$ cat src/issf_pkg.sv
// Purpose: shared constants of the serial bus status flag block
// Assumes: 8-bit register port, 3-bit register address
// Notes: bits 1 and 0 of the status register belong to logic outside this block
package issf_pkg;
  localparam int ADDR_W = 3;
  localparam int DATA_W = 8;
  localparam int CNT_W = 4;

  // register addresses
  localparam logic [2:0] STATUS_ADDR = 3'h0;
  localparam logic [2:0] CTRL_ADDR = 3'h1;
  localparam logic [2:0] TX_HOLD_ADDR = 3'h2;
  localparam logic [2:0] RX_DATA_ADDR = 3'h3;
  localparam logic [2:0] IRQ_MASK_ADDR = 3'h4;

  // status register bit positions
  localparam int TX_HOLDING_EMPTY_BIT = 7;
  localparam int TX_END_FLAG_BIT = 6;
  localparam int RX_FULL_FLAG_BIT = 5;
  localparam int NACK_BIT = 4;
  localparam int STOP_BIT = 3;
  localparam int ALOVE_BIT = 2;

  // control register bit positions
  localparam int CTRL_FS_BIT = 0;
  localparam int CTRL_ACK_JUDGE_ENABLE_BIT = 1;
  localparam int CTRL_TRS_BIT = 2;
  localparam int CTRL_MST_BIT = 3;

  // reset values and field masks
  localparam logic [7:0] STATUS_RST = 8'h00;
  localparam logic [7:0] STATUS_USED = 8'hFC;
  localparam logic [7:0] CTRL_RST = 8'h00;
  localparam logic [7:0] CTRL_USED = 8'h0F;
  localparam logic [7:0] MASK_RST = 8'h00;
  localparam logic [7:0] TX_HOLD_RST = 8'hFF;
  localparam logic [7:0] RX_DATA_RST = 8'hFF;
  localparam logic [7:0] READ_IDLE = 8'h00;

  // format select encoding
  localparam logic FMT_I2C = 1'b0;
  localparam logic FMT_SYNC = 1'b1;

  // clocks per frame, acknowledge included for the two-wire format
  localparam int I2C_FRAME_BITS = 9;
  localparam int SYNC_FRAME_BITS = 8;
endpackage : issf_pkg

$ cat src/issf_pin_if.sv
// Purpose: carries bus conditions from the pin monitor to the flag logic
// Assumes: all signals are on clk
// Notes: pulses last one clk cycle
`timescale 1ns/1ns
interface issf_pin_if;
  logic sclRise;
  logic sdaLevel;
  logic startSeen;
  logic stopSeen;
  modport det (output sclRise, output sdaLevel, output startSeen, output stopSeen);
  modport flags (input sclRise, input sdaLevel, input startSeen, input stopSeen);
endinterface : issf_pin_if

$ cat src/issf_bus_monitor.sv
// Purpose: synchronises the bus pins and finds clock edges, start and stop
// Assumes: bus clock far slower than clk
// Notes: outputs lag the pins by three clk cycles
`timescale 1ns/1ns
module issf_bus_monitor (
  input wire logic clk, // core clock
  input wire logic reset, // synchronous reset, active high
  input wire logic sclPin, // bus clock pin
  input wire logic sdaPin, // bus data pin
  issf_pin_if.det mon // detected bus conditions
);
  logic sclMeta_ff;
  logic sclSync_ff;
  logic sclPrev_ff;
  logic sdaMeta_ff;
  logic sdaSync_ff;
  logic sdaPrev_ff;
  logic sclRise_ff;
  logic startSeen_ff;
  logic stopSeen_ff;

  // first stage feeds only the second
  always_ff @(posedge clk) begin
    if (reset) begin
      sclMeta_ff <= 1'b1;
      sclSync_ff <= 1'b1;
      sdaMeta_ff <= 1'b1;
      sdaSync_ff <= 1'b1;
    end else begin
      sclMeta_ff <= sclPin;
      sclSync_ff <= sclMeta_ff;
      sdaMeta_ff <= sdaPin;
      sdaSync_ff <= sdaMeta_ff;
    end
  end

  always_ff @(posedge clk) begin
    if (reset) begin
      sclPrev_ff <= 1'b1;
      sdaPrev_ff <= 1'b1;
      sclRise_ff <= 1'b0;
      startSeen_ff <= 1'b0;
      stopSeen_ff <= 1'b0;
    end else begin
      sclPrev_ff <= sclSync_ff;
      sdaPrev_ff <= sdaSync_ff;
      sclRise_ff <= sclSync_ff & ~sclPrev_ff;
      // data edges only count while the clock stays high
      startSeen_ff <= sclSync_ff & sclPrev_ff & sdaPrev_ff & ~sdaSync_ff;
      stopSeen_ff <= sclSync_ff & sclPrev_ff & ~sdaPrev_ff & sdaSync_ff;
    end
  end

  assign mon.sclRise = sclRise_ff;
  assign mon.sdaLevel = sdaPrev_ff;
  assign mon.startSeen = startSeen_ff;
  assign mon.stopSeen = stopSeen_ff;
endmodule : issf_bus_monitor

$ cat src/issf_status_flags.sv
// Contract
// - tx hold to shift sets holding-empty
// - transmit select, start, slave turnaround set holding-empty
// - tx holding write clears holding-empty, tx-end
// - two-wire: ninth clock rise sets tx-end
// - sync format: last bit sent sets tx-end
// - received byte moved sets rx-full
// - reading rx data clears rx-full
// - missing ack with judgment enabled sets no-ack
// - stop after frame sets stop flag
// - bit 2 meaning follows format
// - master transmit data mismatch sets arbitration lost
// - start seen while driving high sets lost
// - sync receive while rx-full sets overrun
// - no-ack, stop and bit 2 clear only by read-one-then-write-zero
// - format select chooses two-wire or sync
// - ack judgment halts transfer on no-ack
//
// Purpose: status flags of a two-wire / clock-synchronous serial interface
// Assumes: data path events arrive on clk as one-cycle pulses
// Notes: irq is registered, one cycle behind the flags
//
// Strobed register access and the register offsets were left to the implementer.
`timescale 1ns/1ns
module issf_status_flags #(
  parameter int I2C_BITS = issf_pkg::I2C_FRAME_BITS, // clocks per two-wire frame
  parameter int SYNC_BITS = issf_pkg::SYNC_FRAME_BITS // clocks per sync frame
) (
  input wire logic clk, // core clock, 20 MHz
  input wire logic reset, // synchronous reset, active high
  input wire logic [2:0] regAddr, // register address
  input wire logic [7:0] regWrData, // register write data
  input wire logic regWr, // write strobe
  input wire logic regRd, // read strobe
  output logic [7:0] regRdData, // read data, cycle after the strobe
  input wire logic sclPin, // bus clock pin level
  input wire logic sdaPin, // bus data pin level
  input wire logic sdaDriveHigh, // internal data level, high = released
  input wire logic txHoldToShift, // holding register moved into shift register
  input wire logic startIssued, // start or repeated start issued
  input wire logic slaveToTransmit, // slave turned from receive to transmit
  input wire logic rxLoad, // received byte moved to rx data register
  input wire logic [7:0] rxByte, // received byte
  output logic [7:0] txHoldData, // transmit holding register
  output logic txHoldWritten, // pulse after software wrote the holding reg
  output logic formatSelect, // 0 two-wire, 1 clock synchronous
  output logic ackJudgeEnable, // acknowledge judgment enable
  output logic transmitSelect, // transmit mode
  output logic masterMode, // master mode
  output logic transferHalt, // stop continuous transfer
  output logic irq // interrupt, level, active high
);
  localparam logic [3:0] I2C_LAST = 4'(I2C_BITS - 1);
  localparam logic [3:0] SYNC_LAST = 4'(SYNC_BITS - 1);

  if (I2C_BITS < 2 || I2C_BITS > 15 || SYNC_BITS < 2 || SYNC_BITS > 15) begin : g_chk
    $error("frame bit counts must lie in 2..15");
  end

  issf_pin_if pinBus();

  issf_bus_monitor u_monitor (
    .clk(clk),
    .reset(reset),
    .sclPin(sclPin),
    .sdaPin(sdaPin),
    .mon(pinBus.det)
  );

  logic [7:0] status_ff;
  logic [7:0] nxt_status;
  logic [7:0] armed_ff;
  logic [7:0] ctrl_ff;
  logic [7:0] mask_ff;
  logic [7:0] txHold_ff;
  logic [7:0] rxData_ff;
  logic [7:0] rdData_ff;
  logic txWritten_ff;
  logic irq_ff;
  logic [3:0] bitCnt_ff;
  logic frameSeen_ff;
  logic [7:0] setBits;
  logic [7:0] clrBits;
  logic wrStatus;
  logic rdStatus;
  logic wrCtrl;
  logic wrTxHold;
  logic rdRxData;
  logic isSync;
  logic frameEnd;
  logic trsRise;
  logic [3:0] lastCnt;

  assign wrStatus = regWr && regAddr == issf_pkg::STATUS_ADDR;
  assign rdStatus = regRd && regAddr == issf_pkg::STATUS_ADDR;
  assign wrCtrl = regWr && regAddr == issf_pkg::CTRL_ADDR;
  assign wrTxHold = regWr && regAddr == issf_pkg::TX_HOLD_ADDR;
  assign rdRxData = regRd && regAddr == issf_pkg::RX_DATA_ADDR;

  assign formatSelect = ctrl_ff[issf_pkg::CTRL_FS_BIT];
  assign ackJudgeEnable = ctrl_ff[issf_pkg::CTRL_ACK_JUDGE_ENABLE_BIT];
  assign transmitSelect = ctrl_ff[issf_pkg::CTRL_TRS_BIT];
  assign masterMode = ctrl_ff[issf_pkg::CTRL_MST_BIT];
  assign isSync = formatSelect == issf_pkg::FMT_SYNC;

  // control and mask registers
  always_ff @(posedge clk) begin
    if (reset) begin
      ctrl_ff <= issf_pkg::CTRL_RST;
    end else if (wrCtrl) begin
      ctrl_ff <= regWrData & issf_pkg::CTRL_USED;
    end
  end

  always_ff @(posedge clk) begin
    if (reset) begin
      mask_ff <= issf_pkg::MASK_RST;
    end else if (regWr && regAddr == issf_pkg::IRQ_MASK_ADDR) begin
      mask_ff <= regWrData & issf_pkg::STATUS_USED;
    end
  end

  assign trsRise = wrCtrl && regWrData[issf_pkg::CTRL_TRS_BIT] && !transmitSelect;

  // transmit holding and receive data registers
  always_ff @(posedge clk) begin
    if (reset) begin
      txHold_ff <= issf_pkg::TX_HOLD_RST;
      txWritten_ff <= 1'b0;
    end else begin
      txWritten_ff <= wrTxHold;
      if (wrTxHold) begin
        txHold_ff <= regWrData;
      end
    end
  end

  always_ff @(posedge clk) begin
    if (reset) begin
      rxData_ff <= issf_pkg::RX_DATA_RST;
    end else if (rxLoad) begin
      rxData_ff <= rxByte;
    end
  end

  assign txHoldData = txHold_ff;
  assign txHoldWritten = txWritten_ff;

  // frame clock counter; ninth rise in two-wire format is the ack clock
  assign lastCnt = isSync ? SYNC_LAST : I2C_LAST;
  assign frameEnd = pinBus.sclRise && bitCnt_ff == lastCnt;

  always_ff @(posedge clk) begin
    if (reset) begin
      bitCnt_ff <= '0;
    end else if (pinBus.startSeen || pinBus.stopSeen) begin
      bitCnt_ff <= '0;
    end else if (frameEnd) begin
      bitCnt_ff <= '0;
    end else if (pinBus.sclRise) begin
      bitCnt_ff <= bitCnt_ff + 4'h1;
    end
  end

  always_ff @(posedge clk) begin
    if (reset) begin
      frameSeen_ff <= 1'b0;
    end else if (pinBus.stopSeen || pinBus.startSeen) begin
      frameSeen_ff <= 1'b0;
    end else if (pinBus.sclRise) begin
      frameSeen_ff <= 1'b1;
    end
  end

  // set conditions
  always_comb begin
    setBits = '0;
    setBits[issf_pkg::TX_HOLDING_EMPTY_BIT] = txHoldToShift | trsRise | startIssued | slaveToTransmit;
    setBits[issf_pkg::TX_END_FLAG_BIT] = frameEnd &&
      (isSync ? transmitSelect : status_ff[issf_pkg::TX_HOLDING_EMPTY_BIT]);
    setBits[issf_pkg::RX_FULL_FLAG_BIT] = rxLoad;
    // ack clock sampled high means no acknowledge
    setBits[issf_pkg::NACK_BIT] = !isSync && frameEnd && transmitSelect &&
      pinBus.sdaLevel && ackJudgeEnable;
    setBits[issf_pkg::STOP_BIT] = pinBus.stopSeen && frameSeen_ff;
    if (isSync) begin
      setBits[issf_pkg::ALOVE_BIT] = frameEnd && !transmitSelect &&
        status_ff[issf_pkg::RX_FULL_FLAG_BIT];
    end else begin
      // the ack clock is excluded: the receiver pulls low while we release
      setBits[issf_pkg::ALOVE_BIT] =
        (masterMode && transmitSelect && pinBus.sclRise && !frameEnd &&
         pinBus.sdaLevel != sdaDriveHigh) ||
        (masterMode && pinBus.startSeen && sdaDriveHigh);
    end
  end

  // clear conditions
  always_comb begin
    clrBits = '0;
    if (wrStatus) begin
      clrBits = armed_ff & ~regWrData;
    end
    if (wrTxHold) begin
      clrBits[issf_pkg::TX_HOLDING_EMPTY_BIT] = 1'b1;
      clrBits[issf_pkg::TX_END_FLAG_BIT] = 1'b1;
    end
    if (rdRxData) begin
      clrBits[issf_pkg::RX_FULL_FLAG_BIT] = 1'b1;
    end
  end

  // a set in the same cycle as a clear wins; writing one adds nothing
  assign nxt_status = ((status_ff & ~clrBits) | setBits) & issf_pkg::STATUS_USED;

  always_ff @(posedge clk) begin
    if (reset) begin
      status_ff <= issf_pkg::STATUS_RST;
    end else begin
      status_ff <= nxt_status;
    end
  end

  // a flag may only be cleared by a status write after software has seen it as one
  always_ff @(posedge clk) begin
    if (reset) begin
      armed_ff <= '0;
    end else if (wrStatus) begin
      armed_ff <= '0;
    end else if (rdStatus) begin
      armed_ff <= armed_ff | status_ff;
    end
  end

  // read port: data only in the cycle after the strobe
  always_ff @(posedge clk) begin
    if (reset) begin
      rdData_ff <= issf_pkg::READ_IDLE;
    end else if (regRd) begin
      unique case (regAddr)
        issf_pkg::STATUS_ADDR: rdData_ff <= status_ff;
        issf_pkg::CTRL_ADDR: rdData_ff <= ctrl_ff;
        issf_pkg::TX_HOLD_ADDR: rdData_ff <= txHold_ff;
        issf_pkg::RX_DATA_ADDR: rdData_ff <= rxData_ff;
        issf_pkg::IRQ_MASK_ADDR: rdData_ff <= mask_ff;
        default: rdData_ff <= issf_pkg::READ_IDLE;
      endcase
    end else begin
      rdData_ff <= issf_pkg::READ_IDLE;
    end
  end

  assign regRdData = rdData_ff;

  always_ff @(posedge clk) begin
    if (reset) begin
      irq_ff <= 1'b0;
    end else begin
      irq_ff <= |(status_ff & mask_ff);
    end
  end

  assign irq = irq_ff;
  // no-ack only halts when judgment is on
  assign transferHalt = ackJudgeEnable && status_ff[issf_pkg::NACK_BIT];
endmodule : issf_status_flags

$ cat config.mk
export PLATFORM = sky130hd
export DESIGN_NAME = issf_status_flags
export DESIGN_NICKNAME = d
export VERILOG_FILES = /design/src/issf_pkg.sv /design/src/issf_pin_if.sv /design/src/issf_bus_monitor.sv /design/src/issf_status_flags.sv
export SDC_FILE = /design/constraint.sdc
export NUM_CORES = 1
export LEC_CHECK = 0
export BUFFER_PORTS_ARGS = -buffer_cell sky130_fd_sc_hd__buf_4
export CAP_MARGIN = 30
export CORE_MARGIN = 2
export CORE_UTILIZATION = 58
export DETAILED_ROUTE_END_ITERATION = 8
export HOLD_SLACK_MARGIN = 0.06
export PLACE_DENSITY = 0.91
export RECOVER_POWER = 100
export SETUP_SLACK_MARGIN = 0.2
export SYNTH_ARGS = -nofsm -noshare
export SYNTH_HDL_FRONTEND = slang
export SYNTH_SLANG_ARGS = --single-unit
$ cat constraint.sdc
create_clock -name clk -period 4 [get_ports clk]
set_clock_uncertainty 0.05 [all_clocks]
set_input_delay 0.2 -clock clk [delete_from_list [all_inputs] [get_ports clk]]
set_output_delay 0.2 -clock clk [all_outputs]
set_load 0.05 [all_outputs]
==> flow_summary.yaml, run 1 <==
logic_synthesis:
  async_flop_share_pct: 0
  syn_area_um2: 2540
  syn_inst: 256
  ys_seq_area_share_pct: 48.9
  ys_warn_count: 0
  syn-num-nets: 287
  synth.top_cell.area_share_pct: 48.9
  synth-edff-count: 0
  synth_ff_type: "dfxtp_1"
  yosys-top-cells-area: "dfxtp_1 49%, a211o_1 5.5%, mux2i_1 4.7%"
  synthDistinctLibCells: 40
  yosys.area.top_type: "dfxtp_1"
  synth-seq-cells: 62
  syn_area_per_cell_um2: 9.91
placed_design:
  gp_congestion: 0.842
  dp_hpwl_um: 4100
  numPortBuffers: 52
  pre_cts_ws_ns: 2.23
sta:
  worst_pin_slew_ns: 0.670
  period_needed_ns: 1.84
  rsz0062_at_grt: "false"
  fin_setup_tns_ns: 0
  finalSetupViolCount: 0
  hold_ws_ns: 0.0655
  worst_slack_ns: 2.16
  finalHoldViolCount: 0
  period_share_pct: 45.9
  slew_headroom_pct: 55.0
  fmax_mhz: 545
  slew_viol_final: 0
clock_tree:
  clkSinkCount: 62
  cts-resized-gates: 0
  clkSlewWorstSetupHoldPaths_ns: 0.07
  post_cts_buffers: 0
  tritoncts: "done"
  cts_buffers: 9
  clock_path_buffers: 2
  clock_latency_ns: 0.35
  cts_root_buffer: "clkbuf_8"
  htreeDepth: 3
critical_path:
  ff2ff_path_depth: 4
  worstReg2RegEnd: "status_ff[2]"
  crit_path_cell_trace: "or4b_1, o22ai_1, nor3_1, a311o_1"
  start_kind: "flop"
  arrival_ns: 2.02
  slowest_delay_ns: 0.54
  path_class: "reg2reg"
  r2r_start: "bitCnt_ff[0]"
  endpoint_kind: "flop"
  crit_fanout: 5
  r2r_slack_ns: 2.16
  slowest_stage: "or4b_1"
  worstPathRequired_ns: 4.18
routing:
  ant_nets: 0
  wl_met1_um: 2580
  dr.pass1.iters: 4
  vias: 2170
  met2_length_um: 3140
  drc: 0
  top_layer: "met4"
  wl_met3_um: 406
  via_per_inst: 5.77
  drt-total-wl_um: 6340
  routedWlPerCell_um: 16.9
  drt-initial-drc-count: 230
pwr:
  ir_drop_uv: 274
  p_per_area_nw_per_um2: 436
  power_w: 0.00139
  leakagePower_nw: 1.19
finish:
  drive_above_1_share_pct: 16.4
  layout_commonest_cell: "dfxtp_1"
  register_area_um2: 1240
  layout_common_cells: "62 x dfxtp_1, 28 x clkbuf_1, 27 x nor2_1"
  diodes: 0
  fillers: 343
  final_nets: 350
  syn_to_final_growth_pct: 26.2
  multi_input_area_um2: 1210
global_route:
  grt_pass1_wl_um: 10100
  grt_use_total_pct: 26.9
  antenna_found_initial: 0
  grt_max_degree: 49
  grt_pass1_vias: 2075
  grt_overflow_total: 0
die:
  ios: 53
  core_um2: 4290
  initial_core_util_pct: 59.1
  die_area_um2: 4920
  die-width_um: 70.1
  row_count: 24
  die_h_um: 70.1
min_path:
  hold_end: "txHoldData[2]"
  holdPathStages: 2
  hp-start: "regWrData[2]"
  min_path_type: "in2reg"
job:
  max_cap_viol_count: 0
status:
  outcome: "complete, no violations"
-- cell usage after synthesis, types with 2 or more instances --
library cell,number
a211o_1,16
mux2_2,6
o21a_1,5
nand2b_1,9
a21oi_1,11
a22oi_1,9
xnor2_1,2
nand4b_1,2
nand2_1,5
o21ai_0,2
nor3b_1,4
nand3b_1,2
inv_1,4
xor2_1,2
and2_1,2
nand3_1,9
nor2b_1,18
clkbuf_1,11
dfxtp_1,62
mux4_1,2
or4b_1,2
nor2_1,27
nor3_1,6
or2_2,6
a31oi_1,2
mux2i_1,12
buf_2,5
-- metal layers --
| metal | global-route usage (%) | up-vias |
|---|---|---|
| met3 | 6.06 | 23 |
| met4 | 15.2 | 0 |
| met2 | 46.0 | 86 |
| met1 | 30.9 | 1024 |
| li1 | - | 1037 |
| met5 | 0 | - |
-- worst max path at each step --
stage                      start  slack [ns]            to  cells after the start
finish              bitCnt_ff[0]        2.16  status_ff[2]                      4
global route        bitCnt_ff[0]        2.05  status_ff[2]                      4
CTS                 bitCnt_ff[0]        2.28  status_ff[2]                      4
detailed placement    regAddr[1]        2.23  status_ff[6]                      5
global placement      regAddr[0]        2.28  status_ff[6]                      5
floorplan             ctrl_ff[0]        2.31  status_ff[2]                      5
-- registers in the layout, summed over array words and instances, names as in the netlist --
signal and cells:
armed_ff 6, status_ff 6, irq 1, u_monitor.mon.sdaLevel 1
u_monitor.sclPrev_ff 1, bitCnt_ff 4, u_monitor.mon.startSeen 1, frameSeen_ff 1
txHoldWritten 1, rxData_ff 8, u_monitor.sdaMeta_ff 1, u_monitor.sclMeta_ff 1
txHoldData 8, u_monitor.mon.stopSeen 1, ctrl_ff 4, u_monitor.mon.sclRise 1
mask_ff 6, u_monitor.sclSync_ff 1, u_monitor.sdaSync_ff 1, regRdData 8
-- cells by family (layout without fill, tap and decap cells) --
logic type | count (synthesis) | after routing | synth area share [%]
compound gates | 52 | 52 | 15.2
xor+xnor | 4 | 4 | 1.38
fa+ha+maj | 1 | 1 | 0.493
buf+inv | 20 | 88 | 3.21
flops | 62 | 62 | 48.9
mux | 20 | 20 | 9.47
simple gates | 97 | 97 | 21.3
-- worst max-delay path: cells and delay by family, from the launching register on --
kind / cells / cell delay (ns)
compound gates: 2 / 0.65
flops: 1 / 0.36
simple gates: 2 / 0.65
-- through the flow --
| stage | instance area, um2 | cells | util [%] |
|---|---|---|---|
| after global placement | 2930 | 344 | 68.1 |
| after floorplan | 2540 | 256 | - |
| after global routing | 3200 | 376 | 74.6 |
| after detailed placement | 2930 | 344 | 68.1 |
| final | 3200 | 376 | 74.6 |
| after CTS | 3300 | 376 | 76.9 |
-- layout make-up --
type	count	area share, %
sequential	62	38.8
multi-input combinational	174	37.7
timing repair buffer	68	14.3
clock buffer	13	4.65
clock inverter	3	2.11
tap	52	2.03
inverter	4	0.469
-- report_power, final --
group          total (W)  switching [W]  leakage (nW)  internal [W]
clock           0.000607       0.000238         0.104      0.000369
combinational   0.000138      0.0000758         0.575     0.0000622
sequential      0.000650      0.0000138         0.506      0.000636
-- repair_timing --
item	in CTS	in global routing
setup endpoints to repair	0	0
hold buffers	16	0
endpoints found under the hold margin	18	0
No activity file was read; power rests on OpenSTA's default activity.
==> inputs of run 2 (changes only) <==
Settings changed: CORE_UTILIZATION 58 to 48, PLACE_DENSITY 0.91 to 0.81.
Clock period 4 ns to 1.58 ns, I/O delays scaled along.
==> run 2 against run 1 <==
  * Highest routed layer unchanged
  * Utilization decreased by 8.1 points
  * Routed wire length grew 2.9%
  * Critical endpoint unchanged
  * Sequential share of layout area shrank 2.1 points
  * Flip-flop and latch count is the same
  * Die area grew 20%
  * Sequential power grew to 2.5 times the previous value
  * Maximum frequency is 19% higher
  * Combinational power increased to 2.8 times the previous value
  * Non-clock buffer count increased by 20
  * Largest cell class unchanged
  * Via count is 1.2% higher
==> flow_summary.yaml, run 2 (same netlist as run 1, synthesis figures left out) <==
status:
  outcome: "complete, no violations"
sta:
  fmax_mhz: 646
  worst_pin_slew_ns: 0.642
  rsz0062_at_grt: "true"
  period_needed_ns: 1.55
  slew_viol_final: 0
  finalSetupViolCount: 0
  worst_slack_ns: 0.0332
  finalHoldViolCount: 0
  slew_headroom_pct: 57.4
  period_share_pct: 97.9
finish:
  fin_area_um2: 3400
  layout_commonest_cell: "dfxtp_1"
  final_nets: 370
  register_area_um2: 1250
  multi_input_area_um2: 1230
  diodes: 0
  layout_common_cells: "58 x dfxtp_1, 36 x buf_4, 25 x nor2_1, 25 x dlygate4sd3_1, 22 x clkbuf_1"
  drive_above_1_share_pct: 22.0
  syn_to_final_growth_pct: 33.9
  stdcell_count: 411
  fillers: 440
placed_design:
  placed_area_um2: 3030
  numPortBuffers: 52
  dp_hpwl_um: 4210
  pre_cts_ws_ns: -0.0694
  gp_congestion: 0.888
  dp_cells: 373
critical_path:
  endpoint_kind: "flop"
  slowest_delay_ns: 0.55
  r2r_start: "bitCnt_ff[0]"
  crit_buf_inv: 0
  slowest_stage: "or4b_4"
  start_kind: "flop"
  startpoint: "bitCnt_ff[0]"
  crit_path_cell_trace: "or4b_4, o22ai_4, nor3_2, a311o_1"
  path_class: "reg2reg"
  path_delay_family: "simple AND/OR/NAND/NOR gates"
  worstPathRequired_ns: 1.75
  crit_fanout: 3
  arrival_ns: 1.71
clock_tree:
  cts_root_buffer: "clkbuf_8"
  clock_path_buffers: 2
  cts_buffers: 9
  clock_latency_ns: 0.33
  clkSinkCount: 62
  tritoncts: "done"
  clkSlewWorstSetupHoldPaths_ns: 0.06
  htreeDepth: 3
  post_cts_buffers: 0
global_route:
  antenna_found_initial: 0
  grtUsageMet1_pct: 30.4
  grt_max_degree: 29
  use_met3_pct: 4.12
  grt_pass1_wl_um: 11100
  grt_overflow_total: 0
  grt_use_total_pct: 23.9
  use_met2_pct: 38.6
  grt.busiest_layer: "met2"
  grt_pass1_vias: 2259
die:
  core_um2: 5110
  die_h_um: 76.7
  row_count: 26
  die-width_um: 76.7
  ios: 53
  initial_core_util_pct: 49.7
  die_area_um2: 5880
routing:
  drc: 0
  routedWlPerCell_um: 15.9
  vias: 2195
  via_per_inst: 5.34
  drt-total-wl_um: 6530
  dr.pass1.iters: 4
  drt-initial-drc-count: 144
  ant_nets: 0
pwr:
  ir_drop_uv: 579
  leakagePower_nw: 1.28
  power_w: 0.00332
  p_per_area_nw_per_um2: 977
min_path:
  min_path_type: "in2reg"
  hp-start: "rxLoad"
job:
  max_cap_viol_count: 0
[run 2: changes by cell type in the layout (fill, tap and decap cells not counted), sizes merged]
cell         delta
buf            +19
bufinv          -1
clkbuf         -10
clkinv          +1
clkinvlp        -1
dlygate4sd3     +9
[run 2: through the flow]
stage / hold slack, ns / TNS (ns) / util, %
floorplan: 0.133 / 0 / -
global placement: 0.215 / -0.0532 / 59.4
finish: 0.0830 / 0 / 66.5
CTS: 0.0156 / 0 / 68.3
global route: 0.104 / -0.0772 / 66.5
detailed placement: 0.220 / -0.0874 / 59.4
[run 2: routing by layer]
layer | part of all wire (%) | wire, um | up-vias
met5 | 0 | 0 | -
li1 | - | - | 1079
met4 | 2.0 | 129 | 0
met2 | 48 | 3160 | 77
met3 | 5.1 | 334 | 13
met1 | 44 | 2900 | 1026
[run 2: area by class of cell]
class | instances | area share, %
tap | 70 | 2.58
multi-input combinational | 174 | 36.4
inverter | 4 | 0.442
clock inverter | 2 | 1.03
timing repair buffer | 88 | 18.7
clock buffer | 11 | 4.16
sequential | 62 | 36.7
[run 2: final timing paths]
| path | to | slack (ns) | cells past startpoint |
|---|---|---|---|
| setup reg to reg | status_ff[2] | 0.03 | 4 |
| hold / removal | rxData_ff[2] | 0.08 | 3 |
| hold reg to reg | u_monitor.sclSync_ff | 0.36 | 1 |
| setup / recovery | status_ff[2] | 0.03 | 4 |
[run 2: timing repair]
action                                 in CTS  in global routing
pin swaps                                   3                  0
endpoints found under the hold margin      34                  7
setup endpoints to repair                   7                 10
gates resized for setup                     4                  3
hold buffers                               26                  2
[run 2: power breakdown]
group / internal [W] / switching, W / total (W)
clock network: 0.000743 / 0.000548 / 0.00129
registers: 0.00161 / 0.0000333 / 0.00164
logic: 0.000184 / 0.000201 / 0.000384
[run 2: worst reg2reg max path: stages, from the launching register on]
cell and delay, ns:
dfxtp_2 0.32, or4b_4 0.55, o22ai_4 0.21, nor3_2 0.06, a311o_1 0.26
